`src/hdl/fsc_pkg.sv`:
```
package fsc_pkg;

   // Register placement and reset
   localparam logic [7:0]  FILT0_ADDR   = 8'h28;
   localparam logic [15:0] FILT0_RESET  = 16'h0000;
   localparam logic [15:0] NORMAL_MASK  = 16'h8F7F;

   // Field positions
   localparam int DIRECT_BIT  = 15;
   localparam int DEC_MSB     = 14;
   localparam int PF_EN_BIT   = 11;
   localparam int PF_SEL_LSB  = 8;
   localparam int PF_SEL_W    = 3;
   localparam int ORDER_LSB   = 5;
   localparam int ORDER_W     = 2;
   localparam int ODR_LSB     = 0;
   localparam int ODR_W       = 5;

   // Direct sinc3 decimation scale
   localparam int DEC_SCALE   = 32;

   typedef enum logic [1:0] {
      FSC_ORDER_SINC5_SINC1 = 2'h0,
      FSC_ORDER_SINC3       = 2'h3
   } fsc_order_t;

   // Post filter codes
   localparam logic [2:0] PF_27 = 3'h2;
   localparam logic [2:0] PF_25 = 3'h3;
   localparam logic [2:0] PF_20 = 3'h5;
   localparam logic [2:0] PF_16 = 3'h6;

   // Post filter rates in milli samples per second
   localparam int unsigned PF_MSPS_27 = 27000;
   localparam int unsigned PF_MSPS_25 = 25000;
   localparam int unsigned PF_MSPS_20 = 20000;
   localparam int unsigned PF_MSPS_16 = 16670;

   // Post filter settling in tenths of a millisecond
   localparam logic [9:0] PF_SETTLE_27 = 10'h16F;
   localparam logic [9:0] PF_SETTLE_25 = 10'h190;
   localparam logic [9:0] PF_SETTLE_20 = 10'h1F4;
   localparam logic [9:0] PF_SETTLE_16 = 10'h258;

   // Output rate table in milli samples per second
   localparam int         ODR_CODES = 21;
   localparam logic [4:0] ODR_MAX   = 5'h14;
   localparam int unsigned ODR_MSPS [ODR_CODES] = '{
      250000000, 125000000, 62500000, 50000000, 31250000, 25000000, 15625000,
      10000000, 5000000, 2500000, 1000000, 500000, 397500, 200000, 100000,
      59940, 49960, 20000, 16667, 10000, 5000
   };

   // Modulator ticks per output word
   function automatic longint unsigned fsc_ticks(input longint unsigned f_hz,
                                                 input int unsigned     msps);
      longint unsigned q;
      q = (f_hz * 64'd1000) / longint'(msps);
      return q;
   endfunction

endpackage

```
`src/hdl/fsc_timer_if.sv`:
```
`timescale 1ns/1ps
interface fsc_timer_if #(parameter int PERIOD_W = 32);
   logic [PERIOD_W-1:0] period;
   logic                restart;
   logic                strobe;
   modport ctl (output period, output restart, input strobe);
   modport tmr (input period, input restart, output strobe);
endinterface

```
`src/hdl/fsc_rate_timer.sv`:
```
`timescale 1ns/1ps
module fsc_rate_timer #(
   parameter int PERIOD_W = 32
) (
   input  wire logic    clock,
   input  wire logic    rst,
   input  wire logic    mod_tick,
   fsc_timer_if.tmr     tif
);

   typedef enum logic [1:0] {
      FSC_TMR_IDLE = 2'b01,
      FSC_TMR_RUN  = 2'b10
   } fsc_tmr_state_t;

   fsc_tmr_state_t      state_r;
   fsc_tmr_state_t      state_nxt;
   logic [PERIOD_W-1:0] cnt_r;
   logic [PERIOD_W-1:0] cnt_nxt;
   logic                strobe_r;
   logic                strobe_nxt;

   wire                 period_zero = (tif.period == '0);
   wire                 wrap        = mod_tick && (cnt_r == tif.period - 1'b1);
   wire                 running     = (state_r == FSC_TMR_RUN) && !tif.restart;

   always_comb begin
      case (state_r)
         FSC_TMR_IDLE: state_nxt = period_zero ? FSC_TMR_IDLE : FSC_TMR_RUN;
         FSC_TMR_RUN:  state_nxt = period_zero ? FSC_TMR_IDLE : FSC_TMR_RUN;
         default:      state_nxt = FSC_TMR_IDLE;
      endcase
   end

   // One output word every period modulator ticks
   assign cnt_nxt    = !running ? '0 : (!mod_tick ? cnt_r : (wrap ? '0 : cnt_r + 1'b1));
   assign strobe_nxt = running && wrap;

   always_ff @(posedge clock or posedge rst) begin
      if (rst) begin
         state_r  <= FSC_TMR_IDLE;
         cnt_r    <= '0;
         strobe_r <= 1'b0;
      end else begin
         state_r  <= state_nxt;
         cnt_r    <= cnt_nxt;
         strobe_r <= strobe_nxt;
      end
   end

   assign tif.strobe = strobe_r;

   a_idle_quiet: assert property (@(posedge clock) disable iff (rst)
      (state_r == FSC_TMR_IDLE) |=> !strobe_r)
      else $error("strobe while idle");

   a_count_bound: assert property (@(posedge clock) disable iff (rst)
      running |-> (cnt_r < tif.period))
      else $error("tick count beyond period");

   a_restart_quiet: assert property (@(posedge clock) disable iff (rst)
      tif.restart |=> (!strobe_r && cnt_r == '0))
      else $error("restart did not clear the count");

endmodule // fsc_rate_timer

```
`src/hdl/fsc_filter_setup0.sv`:
```
// Chosen here: strobed register access.
`timescale 1ns/1ps
// Summary of operation
// Bit 15 makes bits 14:0 the decimation
// Direct rate is modulator over 32 times value
// Reserved bits 14:12 and 7 read zero
// Bit 11 enables the enhanced post filter
// Post filter works only with order 00
// Post filter codes 010 011 101 110 map
// Order 00 is sinc5 plus sinc1, 11 sinc3
// Host keeps sinc3 and rate across channels
// Rate code 00000 to 10100 picks rate
// Register at 0x28, resets to zero
// Host avoids undocumented codes
module fsc_filter_setup0 #(
   parameter longint unsigned MOD_FREQ_HZ = 64'd8000000,
   parameter int              PERIOD_W    = 32
) (
   input  wire logic        clock,
   input  wire logic        rst,
   input  wire logic [7:0]  addr,
   input  wire logic [15:0] wr_data,
   input  wire logic        wr_en,
   input  wire logic        rd_en,
   output logic      [15:0] rd_data,
   input  wire logic        mod_tick,
   output logic             direct_mode,
   output logic      [14:0] dec_value,
   output logic      [1:0]  filter_order,
   output logic             sinc3_active,
   output logic             post_filter_active,
   output logic      [2:0]  post_filter_select,
   output logic      [4:0]  output_rate_code,
   output logic      [9:0]  settle_tenth_ms,
   output logic             sample_strobe
);

   // Elaboration checks
   if (PERIOD_W < 20 || PERIOD_W > 63) begin : g_bad_width
      $error("PERIOD_W must lie between 20 and 63");
   end
   if (MOD_FREQ_HZ == 0) begin : g_bad_freq
      $error("MOD_FREQ_HZ must be nonzero");
   end
   if (fsc_pkg::fsc_ticks(MOD_FREQ_HZ, fsc_pkg::ODR_MSPS[fsc_pkg::ODR_CODES-1])
       >= (64'd1 << PERIOD_W)) begin : g_bad_range
      $error("PERIOD_W too narrow for the slowest rate");
   end

   // Bus decode
   wire               addr_hit = (addr == fsc_pkg::FILT0_ADDR);
   wire               wr_hit   = wr_en && addr_hit;
   wire               rd_hit   = rd_en && addr_hit;

   // In direct mode all of 14:0 is decimation; otherwise reserved bits drop
   wire        [15:0] wr_masked = wr_data[fsc_pkg::DIRECT_BIT] ? wr_data
                                  : (wr_data & fsc_pkg::NORMAL_MASK);

   logic       [15:0] cfg_r;
   logic       [15:0] cfg_nxt;
   logic       [15:0] rd_data_r;
   logic       [15:0] rd_data_nxt;
   logic              restart_r;

   assign cfg_nxt     = wr_hit ? wr_masked : cfg_r;
   assign rd_data_nxt = rd_hit ? cfg_r : 16'h0000;

   // Field split of the next register value
   wire               n_direct = cfg_nxt[fsc_pkg::DIRECT_BIT];
   wire        [14:0] n_dec    = cfg_nxt[fsc_pkg::DEC_MSB:0];
   wire        [1:0]  n_order  = cfg_nxt[fsc_pkg::ORDER_LSB +: fsc_pkg::ORDER_W];
   wire        [2:0]  n_pf_sel = cfg_nxt[fsc_pkg::PF_SEL_LSB +: fsc_pkg::PF_SEL_W];
   wire        [4:0]  n_odr    = cfg_nxt[fsc_pkg::ODR_LSB +: fsc_pkg::ODR_W];
   wire               n_pf_en  = cfg_nxt[fsc_pkg::PF_EN_BIT];

   // Direct mode hides every other field
   wire        [1:0]  n_order_eff = n_direct ? 2'h0 : n_order;
   wire               n_sinc3     = n_direct ||
                                    (n_order == fsc_pkg::FSC_ORDER_SINC3);
   wire               n_pf_active = !n_direct && n_pf_en &&
                                    (n_order == fsc_pkg::FSC_ORDER_SINC5_SINC1);

   wire        [9:0]  n_settle =
      !n_pf_active                ? 10'h000 :
      (n_pf_sel == fsc_pkg::PF_27) ? fsc_pkg::PF_SETTLE_27 :
      (n_pf_sel == fsc_pkg::PF_25) ? fsc_pkg::PF_SETTLE_25 :
      (n_pf_sel == fsc_pkg::PF_20) ? fsc_pkg::PF_SETTLE_20 :
      (n_pf_sel == fsc_pkg::PF_16) ? fsc_pkg::PF_SETTLE_16 : 10'h000;

   always_ff @(posedge clock or posedge rst) begin
      if (rst) begin
         cfg_r     <= fsc_pkg::FILT0_RESET;
         rd_data_r <= 16'h0000;
         restart_r <= 1'b0;
      end else begin
         cfg_r     <= cfg_nxt;
         rd_data_r <= rd_data_nxt;
         restart_r <= wr_hit;
      end
   end

   always_ff @(posedge clock or posedge rst) begin
      if (rst) begin
         direct_mode        <= 1'b0;
         dec_value          <= 15'h0000;
         filter_order       <= 2'h0;
         sinc3_active       <= 1'b0;
         post_filter_active <= 1'b0;
         post_filter_select <= 3'h0;
         output_rate_code   <= 5'h00;
         settle_tenth_ms    <= 10'h000;
      end else begin
         direct_mode        <= n_direct;
         dec_value          <= n_direct ? n_dec : 15'h0000;
         filter_order       <= n_order_eff;
         sinc3_active       <= n_sinc3;
         post_filter_active <= n_pf_active;
         post_filter_select <= n_direct ? 3'h0 : n_pf_sel;
         output_rate_code   <= n_direct ? 5'h00 : n_odr;
         settle_tenth_ms    <= n_settle;
      end
   end

   assign rd_data = rd_data_r;

   // Ticks per word for each rate code
   logic [PERIOD_W-1:0] odr_div [fsc_pkg::ODR_CODES];
   for (genvar i = 0; i < fsc_pkg::ODR_CODES; i++) begin : g_odr
      localparam longint unsigned TICKS = fsc_pkg::fsc_ticks(MOD_FREQ_HZ, fsc_pkg::ODR_MSPS[i]);
      assign odr_div[i] = TICKS[PERIOD_W-1:0];
   end

   localparam longint unsigned PF_T27 = fsc_pkg::fsc_ticks(MOD_FREQ_HZ, fsc_pkg::PF_MSPS_27);
   localparam longint unsigned PF_T25 = fsc_pkg::fsc_ticks(MOD_FREQ_HZ, fsc_pkg::PF_MSPS_25);
   localparam longint unsigned PF_T20 = fsc_pkg::fsc_ticks(MOD_FREQ_HZ, fsc_pkg::PF_MSPS_20);
   localparam longint unsigned PF_T16 = fsc_pkg::fsc_ticks(MOD_FREQ_HZ, fsc_pkg::PF_MSPS_16);

   wire               odr_ok    = (output_rate_code <= fsc_pkg::ODR_MAX);
   wire [PERIOD_W-1:0] odr_period = odr_ok ? odr_div[output_rate_code] : '0;

   // Undocumented post filter codes leave the timer stopped
   wire [PERIOD_W-1:0] pf_period =
      (post_filter_select == fsc_pkg::PF_27) ? PF_T27[PERIOD_W-1:0] :
      (post_filter_select == fsc_pkg::PF_25) ? PF_T25[PERIOD_W-1:0] :
      (post_filter_select == fsc_pkg::PF_20) ? PF_T20[PERIOD_W-1:0] :
      (post_filter_select == fsc_pkg::PF_16) ? PF_T16[PERIOD_W-1:0] : '0;

   wire [PERIOD_W-1:0] dir_period = PERIOD_W'(dec_value) *
                                    PERIOD_W'(fsc_pkg::DEC_SCALE);

   wire [PERIOD_W-1:0] period_sel = direct_mode        ? dir_period :
                                    post_filter_active ? pf_period  : odr_period;

   fsc_timer_if #(.PERIOD_W(PERIOD_W)) tif ();

   assign tif.period  = period_sel;
   assign tif.restart = restart_r;

   fsc_rate_timer #(.PERIOD_W(PERIOD_W)) u_timer (
      .clock    (clock),
      .rst      (rst),
      .mod_tick (mod_tick),
      .tif      (tif.tmr)
   );

   assign sample_strobe = tif.strobe;

   a_reset_value: assert property (@(posedge clock) disable iff (rst)
      $fell(rst) |-> (cfg_r == fsc_pkg::FILT0_RESET && !direct_mode))
      else $error("register not at reset value after reset");

   a_read_back: assert property (@(posedge clock) disable iff (rst)
      (rd_en && addr == fsc_pkg::FILT0_ADDR) |=> (rd_data == $past(cfg_r)))
      else $error("read data differ from register");

   a_unmapped_zero: assert property (@(posedge clock) disable iff (rst)
      !(rd_en && addr == fsc_pkg::FILT0_ADDR) |=> (rd_data == 16'h0000))
      else $error("read data not zero outside a read");

   a_reserved_zero: assert property (@(posedge clock) disable iff (rst)
      !cfg_r[15] |-> (cfg_r[14:12] == 3'h0 && cfg_r[7] == 1'b0))
      else $error("reserved bits hold a one");

   a_direct_map: assert property (@(posedge clock) disable iff (rst)
      direct_mode |-> (dec_value == cfg_r[14:0] && !post_filter_active
                       && sinc3_active && output_rate_code == 5'h00))
      else $error("direct mode fields wrong");

   a_direct_period: assert property (@(posedge clock) disable iff (rst)
      direct_mode |-> (tif.period == {dec_value, 5'h00}))
      else $error("direct period not 32 times value");

   a_post_enable: assert property (@(posedge clock) disable iff (rst)
      $rose(post_filter_active) |-> ($past(wr_en) && cfg_r[11]))
      else $error("post filter enabled without bit 11");

   a_post_order: assert property (@(posedge clock) disable iff (rst)
      (cfg_r[6:5] != 2'h0 || cfg_r[15]) |-> !post_filter_active)
      else $error("post filter active with wrong order");

   a_post_rate: assert property (@(posedge clock) disable iff (rst)
      (post_filter_active && post_filter_select == fsc_pkg::PF_20)
      |-> (tif.period == PF_T20[PERIOD_W-1:0] && settle_tenth_ms == 10'h1F4))
      else $error("post filter 20 SPS mapping wrong");

   a_order_map: assert property (@(posedge clock) disable iff (rst)
      !cfg_r[15] |-> (filter_order == cfg_r[6:5]
                      && sinc3_active == (cfg_r[6:5] == 2'h3)))
      else $error("filter order output wrong");

   a_rate_code: assert property (@(posedge clock) disable iff (rst)
      (!direct_mode && !post_filter_active && output_rate_code == 5'h00)
      |-> (tif.period == odr_div[0]))
      else $error("fastest rate code period wrong");

endmodule // fsc_filter_setup0

```
`config.mk`:
```
export PLATFORM = sky130hd
export DESIGN_NAME = fsc_filter_setup0
export DESIGN_NICKNAME = d
export VERILOG_FILES = /design/src/hdl/fsc_pkg.sv /design/src/hdl/fsc_timer_if.sv /design/src/hdl/fsc_rate_timer.sv /design/src/hdl/fsc_filter_setup0.sv
export SDC_FILE = /design/constraint.sdc
export NUM_CORES = 1
export LEC_CHECK = 0
export BUFFER_PORTS_ARGS = -buffer_cell sky130_fd_sc_hd__buf_4
export CAP_MARGIN = 20
export CORE_MARGIN = 2
export CORE_UTILIZATION = 30
export DETAILED_ROUTE_END_ITERATION = 16
export REMOVE_ABC_BUFFERS = 1
export SLEW_MARGIN = 20
export SYNTH_ARGS = -nofsm -noshare
export SYNTH_HDL_FRONTEND = slang
export SYNTH_SLANG_ARGS = --single-unit
```
`constraint.sdc`:
```
create_clock -name clock -period 5.3 [get_ports clock]
set_clock_uncertainty 0.15 [all_clocks]
set_input_delay 1.06 -clock clock [delete_from_list [all_inputs] [get_ports clock]]
set_output_delay 1.06 -clock clock [all_outputs]
set_load 0.02 [all_outputs]
```
* Word level (Yosys, flattened, before mapping)
Memories as Yosys holds them, arrays and structs flattened. Cells that the tools add are included.
Operators by class: $add $sub $neg 2, order comparisons 2, equality and inequality tests 14, multiplexer cells 26, bitwise logic cells 1, reduce and logical (&&, ||, !) cells 13
Operators with widths (count):
- 32-bit 2-to-1 mux | 8
- 19-bit 2-to-1 mux | 4
- 10-bit 2-to-1 mux | 5
- 16-bit 2-to-1 mux | 3
- 32-bit by 1-bit adder with 32-bit output (second input constant) | 1
- 32-bit equality test | 1
- 32-bit logical NOT | 1
- 32-bit by 1-bit subtractor with 32-bit output (second input constant) | 1
- 15-bit 2-to-1 mux | 1
- 3-bit by 2-bit equality test with 1-bit output (second input constant) | 4
- 3-bit equality test (second input constant) | 4
- 8-bit by 6-bit equality test with 1-bit output (second input constant) | 1
- 1-bit logical AND | 7
- 6-bit >= comparator (second input constant) | 1
- 2-bit 2-to-1 mux | 3
- 5-bit inverter with 6-bit output | 1
- 5-bit less-or-equal comparator (second input constant) | 1
- 5-bit 2-to-1 mux | 1
- 2-bit equality test (second input constant) | 2
- 3-bit 2-to-1 mux | 1
- 2-bit by 1-bit equality test with 1-bit output (second input constant) | 1
- 1-bit logical NOT | 2
- 2-bit logical NOT | 1
- 2-bit inequality test (second input constant) | 1
- 2 further kinds | 2
Word-level totals: register bits after elaboration 106, bits in read-only memories 1024, input bits 29, output and inout bits 55, word-level logic and storage cells 73, memories 1
Memory list:
- (name not given) | words 32, bits a word 32, read ports 1, clocked after memory_dff 0, write ports 0, line fsc_filter_setup0.sv:139 | wire [PERIOD_W-1:0] odr_period = odr_ok ? odr_div[output_rate_code] : '0;

* Logic depth before layout (Yosys ltp)
depth after elaboration 13, depth in mapped cells 17, gate-level depth less buffers 15

* By module
From an unflattened synthesis, not the netlist that was laid out.
Unflattened totals: cell total of the unflattened synthesis 774, area total of the unflattened synthesis 6787.8 um^2
Modules (own cells, without submodules):
- fsc_filter_setup0 | instances 1, cells each 344, area each 3402.0 um^2, sequential area each 1701.6 um^2
- fsc_rate_timer | instances 1, cells each 430, area each 3385.7 um^2, sequential area each 877.1 um^2

* Worst setup path after synthesis
No wires, ideal clock.
path kind register to register, start point register output_rate_code[2], end point register u_timer.cnt_r[10], library setup time 0.124 ns, data arrival time 4.300 ns, required time 5.026 ns, setup slack 0.726 ns, stages on the path, launching flop included 17, path buffers 3, clock period less this slack 4.574 ns, cell sequence dfrtp_1 > buf_2 > buf_2 > inv_1 > ha_1 > nor2b_1 > o311a_1 > o22a_1 > nand2b_1 > nor4b_1 > nand3_2 > mux2_1 > or4_1 > o31ai_4 > buf_4 > nor2_1 > a211o_1
Between the ends: longest elaborated chain between the ends 13, elaborated cells between the ends (all ways) 14, those cells by class add/sub: 1; order compare: 1; eq/ne: 1; mux: 8; bitwise: 1; reduce/logical: 1; memory: 1
Ends and longest elaborated chain:
- from (decl) | line fsc_filter_setup0.sv:33 | output logic [4:0] output_rate_code,
- from (signal assigned) | line fsc_filter_setup0.sv:119 | output_rate_code <= n_direct ? 5'h00 : n_odr;
- 5-bit inverter with 6-bit output (implied by the code) | line fsc_filter_setup0.sv:139
- memory read 32 x 32 bit
- 32-bit 2-to-1 mux (implied by the code) (2 in series) | line fsc_filter_setup0.sv:139
- 32-bit 2-to-1 mux (*) | line fsc_filter_setup0.sv:139
- 32-bit 2-to-1 mux (*) | line fsc_filter_setup0.sv:152 | post_filter_active ? pf_period : odr_period;
- 32-bit 2-to-1 mux (*) | line fsc_filter_setup0.sv:151 | wire [PERIOD_W-1:0] period_sel = direct_mode ? dir_period :
- 32-bit by 1-bit subtractor with 32-bit output (*) | line fsc_rate_timer.sv:24 | wire wrap = mod_tick && (cnt_r == tif.period - 1'b1);
- 32-bit equality test (*) | line fsc_rate_timer.sv:24
- 1-bit logical AND (*) | line fsc_rate_timer.sv:24
- 32-bit 2-to-1 mux (*) (3 in series) | line fsc_rate_timer.sv:36 | assign cnt_nxt = !running ? '0 : (!mod_tick ? cnt_r : (wrap ? '0 : cnt_r + 1'b1));
- to (signal assigned) | line fsc_rate_timer.sv:46 | cnt_r <= cnt_nxt;
- to (decl) | line fsc_rate_timer.sv:18 | logic [PERIOD_W-1:0] cnt_r;
Mark *: on every way between the ends. The rest lies on a longest branch, timed or not. The select of a mux whose other input is x is not followed. A chain may end at the register's enable or synchronous reset.

* Worst setup path after layout
start point register output_rate_code[1], end point register u_timer.cnt_r[9]
Same word-level chain as after synthesis.

==> metrics <==
Detailed Route WL=15700 um; placed cell areas=around 0.0070 mm^2; worst-skew pair later-pin latency=between 300 and 400 ps; outcome=complete, no violations; Starting Density=between 30% and 40%; CP Launch Type=register; RSZ-0062 raised after global routing=no; Die W=around 150 um; Post-Syn Area=0.00609 mm^2; Hold WC Path Type=register to register; design area=0.00728 mm^2; vias in the first global route=around 4900; cts bufs inserted=9; required time of the critical path=5400 ps; fin util=36.2%; DR vias=between 5000 and 6000; wire per inst=~16 um; Placement Setup Slack=roughly 310 ps; flops & latches, synth=roughly 100; Main synth FF type=dfrtp_1; min Tclk post-route=~4800 ps; PnR worst setup slack=roughly 480 ps; root buffer cell=clkbuf_16; Worst R2R Path Depth=13; Max-cap violations=0; pin count of the biggest net entering global routing=between 60 and 70; Post-Syn Instances=around 670; DR vias/cell=roughly 5; async set-reset flop share out of synthesis=100%; Max Slew Vio Count=0; commonest cells after routing, fill and taps aside=dfrtp_1, buf_4, nand2_1, nor2_1, nor3_1; first-pass GRT wire length=~26000 um; Die Area=0.0215 mm^2; H-tree levels=3; crit path DAT=between 4000 and 5000 ps; Cell Rows=52; Static Leak=~0.0037 uW; post-DP HPWL=11700 um; DRC Markers=0; layout cell share with drive strength beyond 1=17.5%; area grow syn2layout=19.6%; clock buffer depth=2; commonest non-fill, non-tap cell in the layout=dfrtp_1; Finish-stage setup viols=0; io pins=84; fin crit share=about nine tenths; clk slew on worst S/H paths=about 90 ps; ant diodes=0; Pre-antenna DRT Iters=5; antenna violations before repair=0; Routed Antenna Nets=0; CTS tree=built; Power Dens Cells=262 mW/mm^2; Die Ht=146 um; post-synth cell types=75; worst-margin pin slew=between 900 and 1000 ps; gpl congestion=0.843; grt total ovfl=0; Slew HR=roughly a third; setup_tns=0 ps; synth warn=0; VDD IR-drop max=about 0.19 mV; GRT Resource Usage Total=14.9%; critical path class=register to register; Post-synth EDFFs=0; Setup Buffers After CTS=0; Worst Hold Depth=1; syn_area_per_cell=9.06 um^2; count of final hold-check violations=0; sequential area share after synthesis=42.3%; initial detailed-routing violation count=about 320; Net count, final=777; Crit. End Element=register; Critical Path Fanout Max=60; core area=roughly 0.02 mm^2; f_max=roughly 210 MHz; Clock Sinks=103; Port Buffers=83
[state kept, by name (all words and copies together), names as in the netlist, 2 cells and up]
signal and count:
cfg_r 16, u_timer.state_r 2, output_rate_code 5, filter_order 2, post_filter_select 3, rd_data 16
settle_tenth_ms 8, dec_value 15, u_timer.cnt_r 32
[critical path: stages (launching register included)]
cell and delay, ps:
dfrtp_1 540, inv_1 140, ha_1 370, a221o_1 400, a221oi_4 410, nand4_2 280
nor4b_4 480, nand3_2 130, mux2_1 350, or4_1 590, o31ai_4 230, buf_12 280
nor3_1 90, a211o_1 270
[per-layer routing]
metal / global-route usage (%) / part of all wire, %
met1: 20.0 / 47
met3: 2.84 / 4.3
met5: 0 / 0
met4: 6.12 / 2.6
met2: 23.7 / 46
[logic make-up (layout without fill, tap and decap cells)]
logic type,count (synthesis),after routing,share of synthesized area (%)
simple gates,308,308,26.7
compound gates,125,125,15.3
flops,103,103,42.3
buf+inv,75,144,5.34
xor+xnor,26,26,3.96
mux,23,23,3.86
fa+ha+maj,12,12,2.47
[what timing repair did]
action	4_1_cts	5_1_grt
hold buffers	0	0
endpoints found under the setup margin	0	6
gates resized for setup	0	1
[report_power, final]
part | switching, uW | internal [uW]
logic | 244 | 150
clock network | 351 | 336
registers | 19.9 | 810
total | 615 | 1300
[cell usage after synthesis (all sizes together) (5+ instances only)]
master / number / area share [%]
and2: 26 / 2.7
nor3b: 10 / 1.2
inv: 33 / 2.0
dfrtp: 102 / 42
nor2b: 6 / 0.62
a21o: 13 / 1.6
xor2: 13 / 1.9
xnor2: 12 / 1.7
nand4: 12 / 1.3
nor3: 38 / 3.1
nor4: 8 / 0.82
nand3: 22 / 1.9
nand2: 75 / 4.6
buf: 22 / 2.1
nor4b: 6 / 1.1
and3b: 8 / 1.2
a221oi: 5 / 1.0
nor2: 62 / 3.8
and3: 10 / 1.0
o21ai: 28 / 2.3
a31oi: 5 / 0.51
clkbuf: 20 / 1.2
mux2i: 19 / 3.1
a211o: 19 / 2.7
a21oi: 12 / 0.99
ha: 12 / 2.5
[worst paths after layout]
kind,endpoint,slack (ps),from
setup / recovery,u_timer.cnt_r[9],480,output_rate_code[1]
setup reg to reg,u_timer.cnt_r[9],480,output_rate_code[1]
min in group asynchronous,cfg_r[5],700,rst
hold / removal,rd_data[6],330,cfg_r[6]
hold reg to reg,rd_data[6],330,cfg_r[6]
max in group asynchronous,u_timer.state_r[0],3270,rst
[layout make-up]
type	count	area [um^2]
clock buffer	9	225
multi-input combinational	494	3200
tap	270	338
inverter	33	126
timing repair buffer	95	726
sequential	103	2580
clock inverter	7	83.8
fill	2047	12800
[through the flow]
stage          hold WS, ps  cells  power [uW]
3_5_place_dp           315    995        1240
5_1_grt                348   1011        2010
4_1_cts                335   1011        1930
2_1_floorplan          303    630        1110
6_report               330   1011        1910
3_3_place_gp           309    995        1240
No activity file was read; power rests on OpenSTA's default activity.
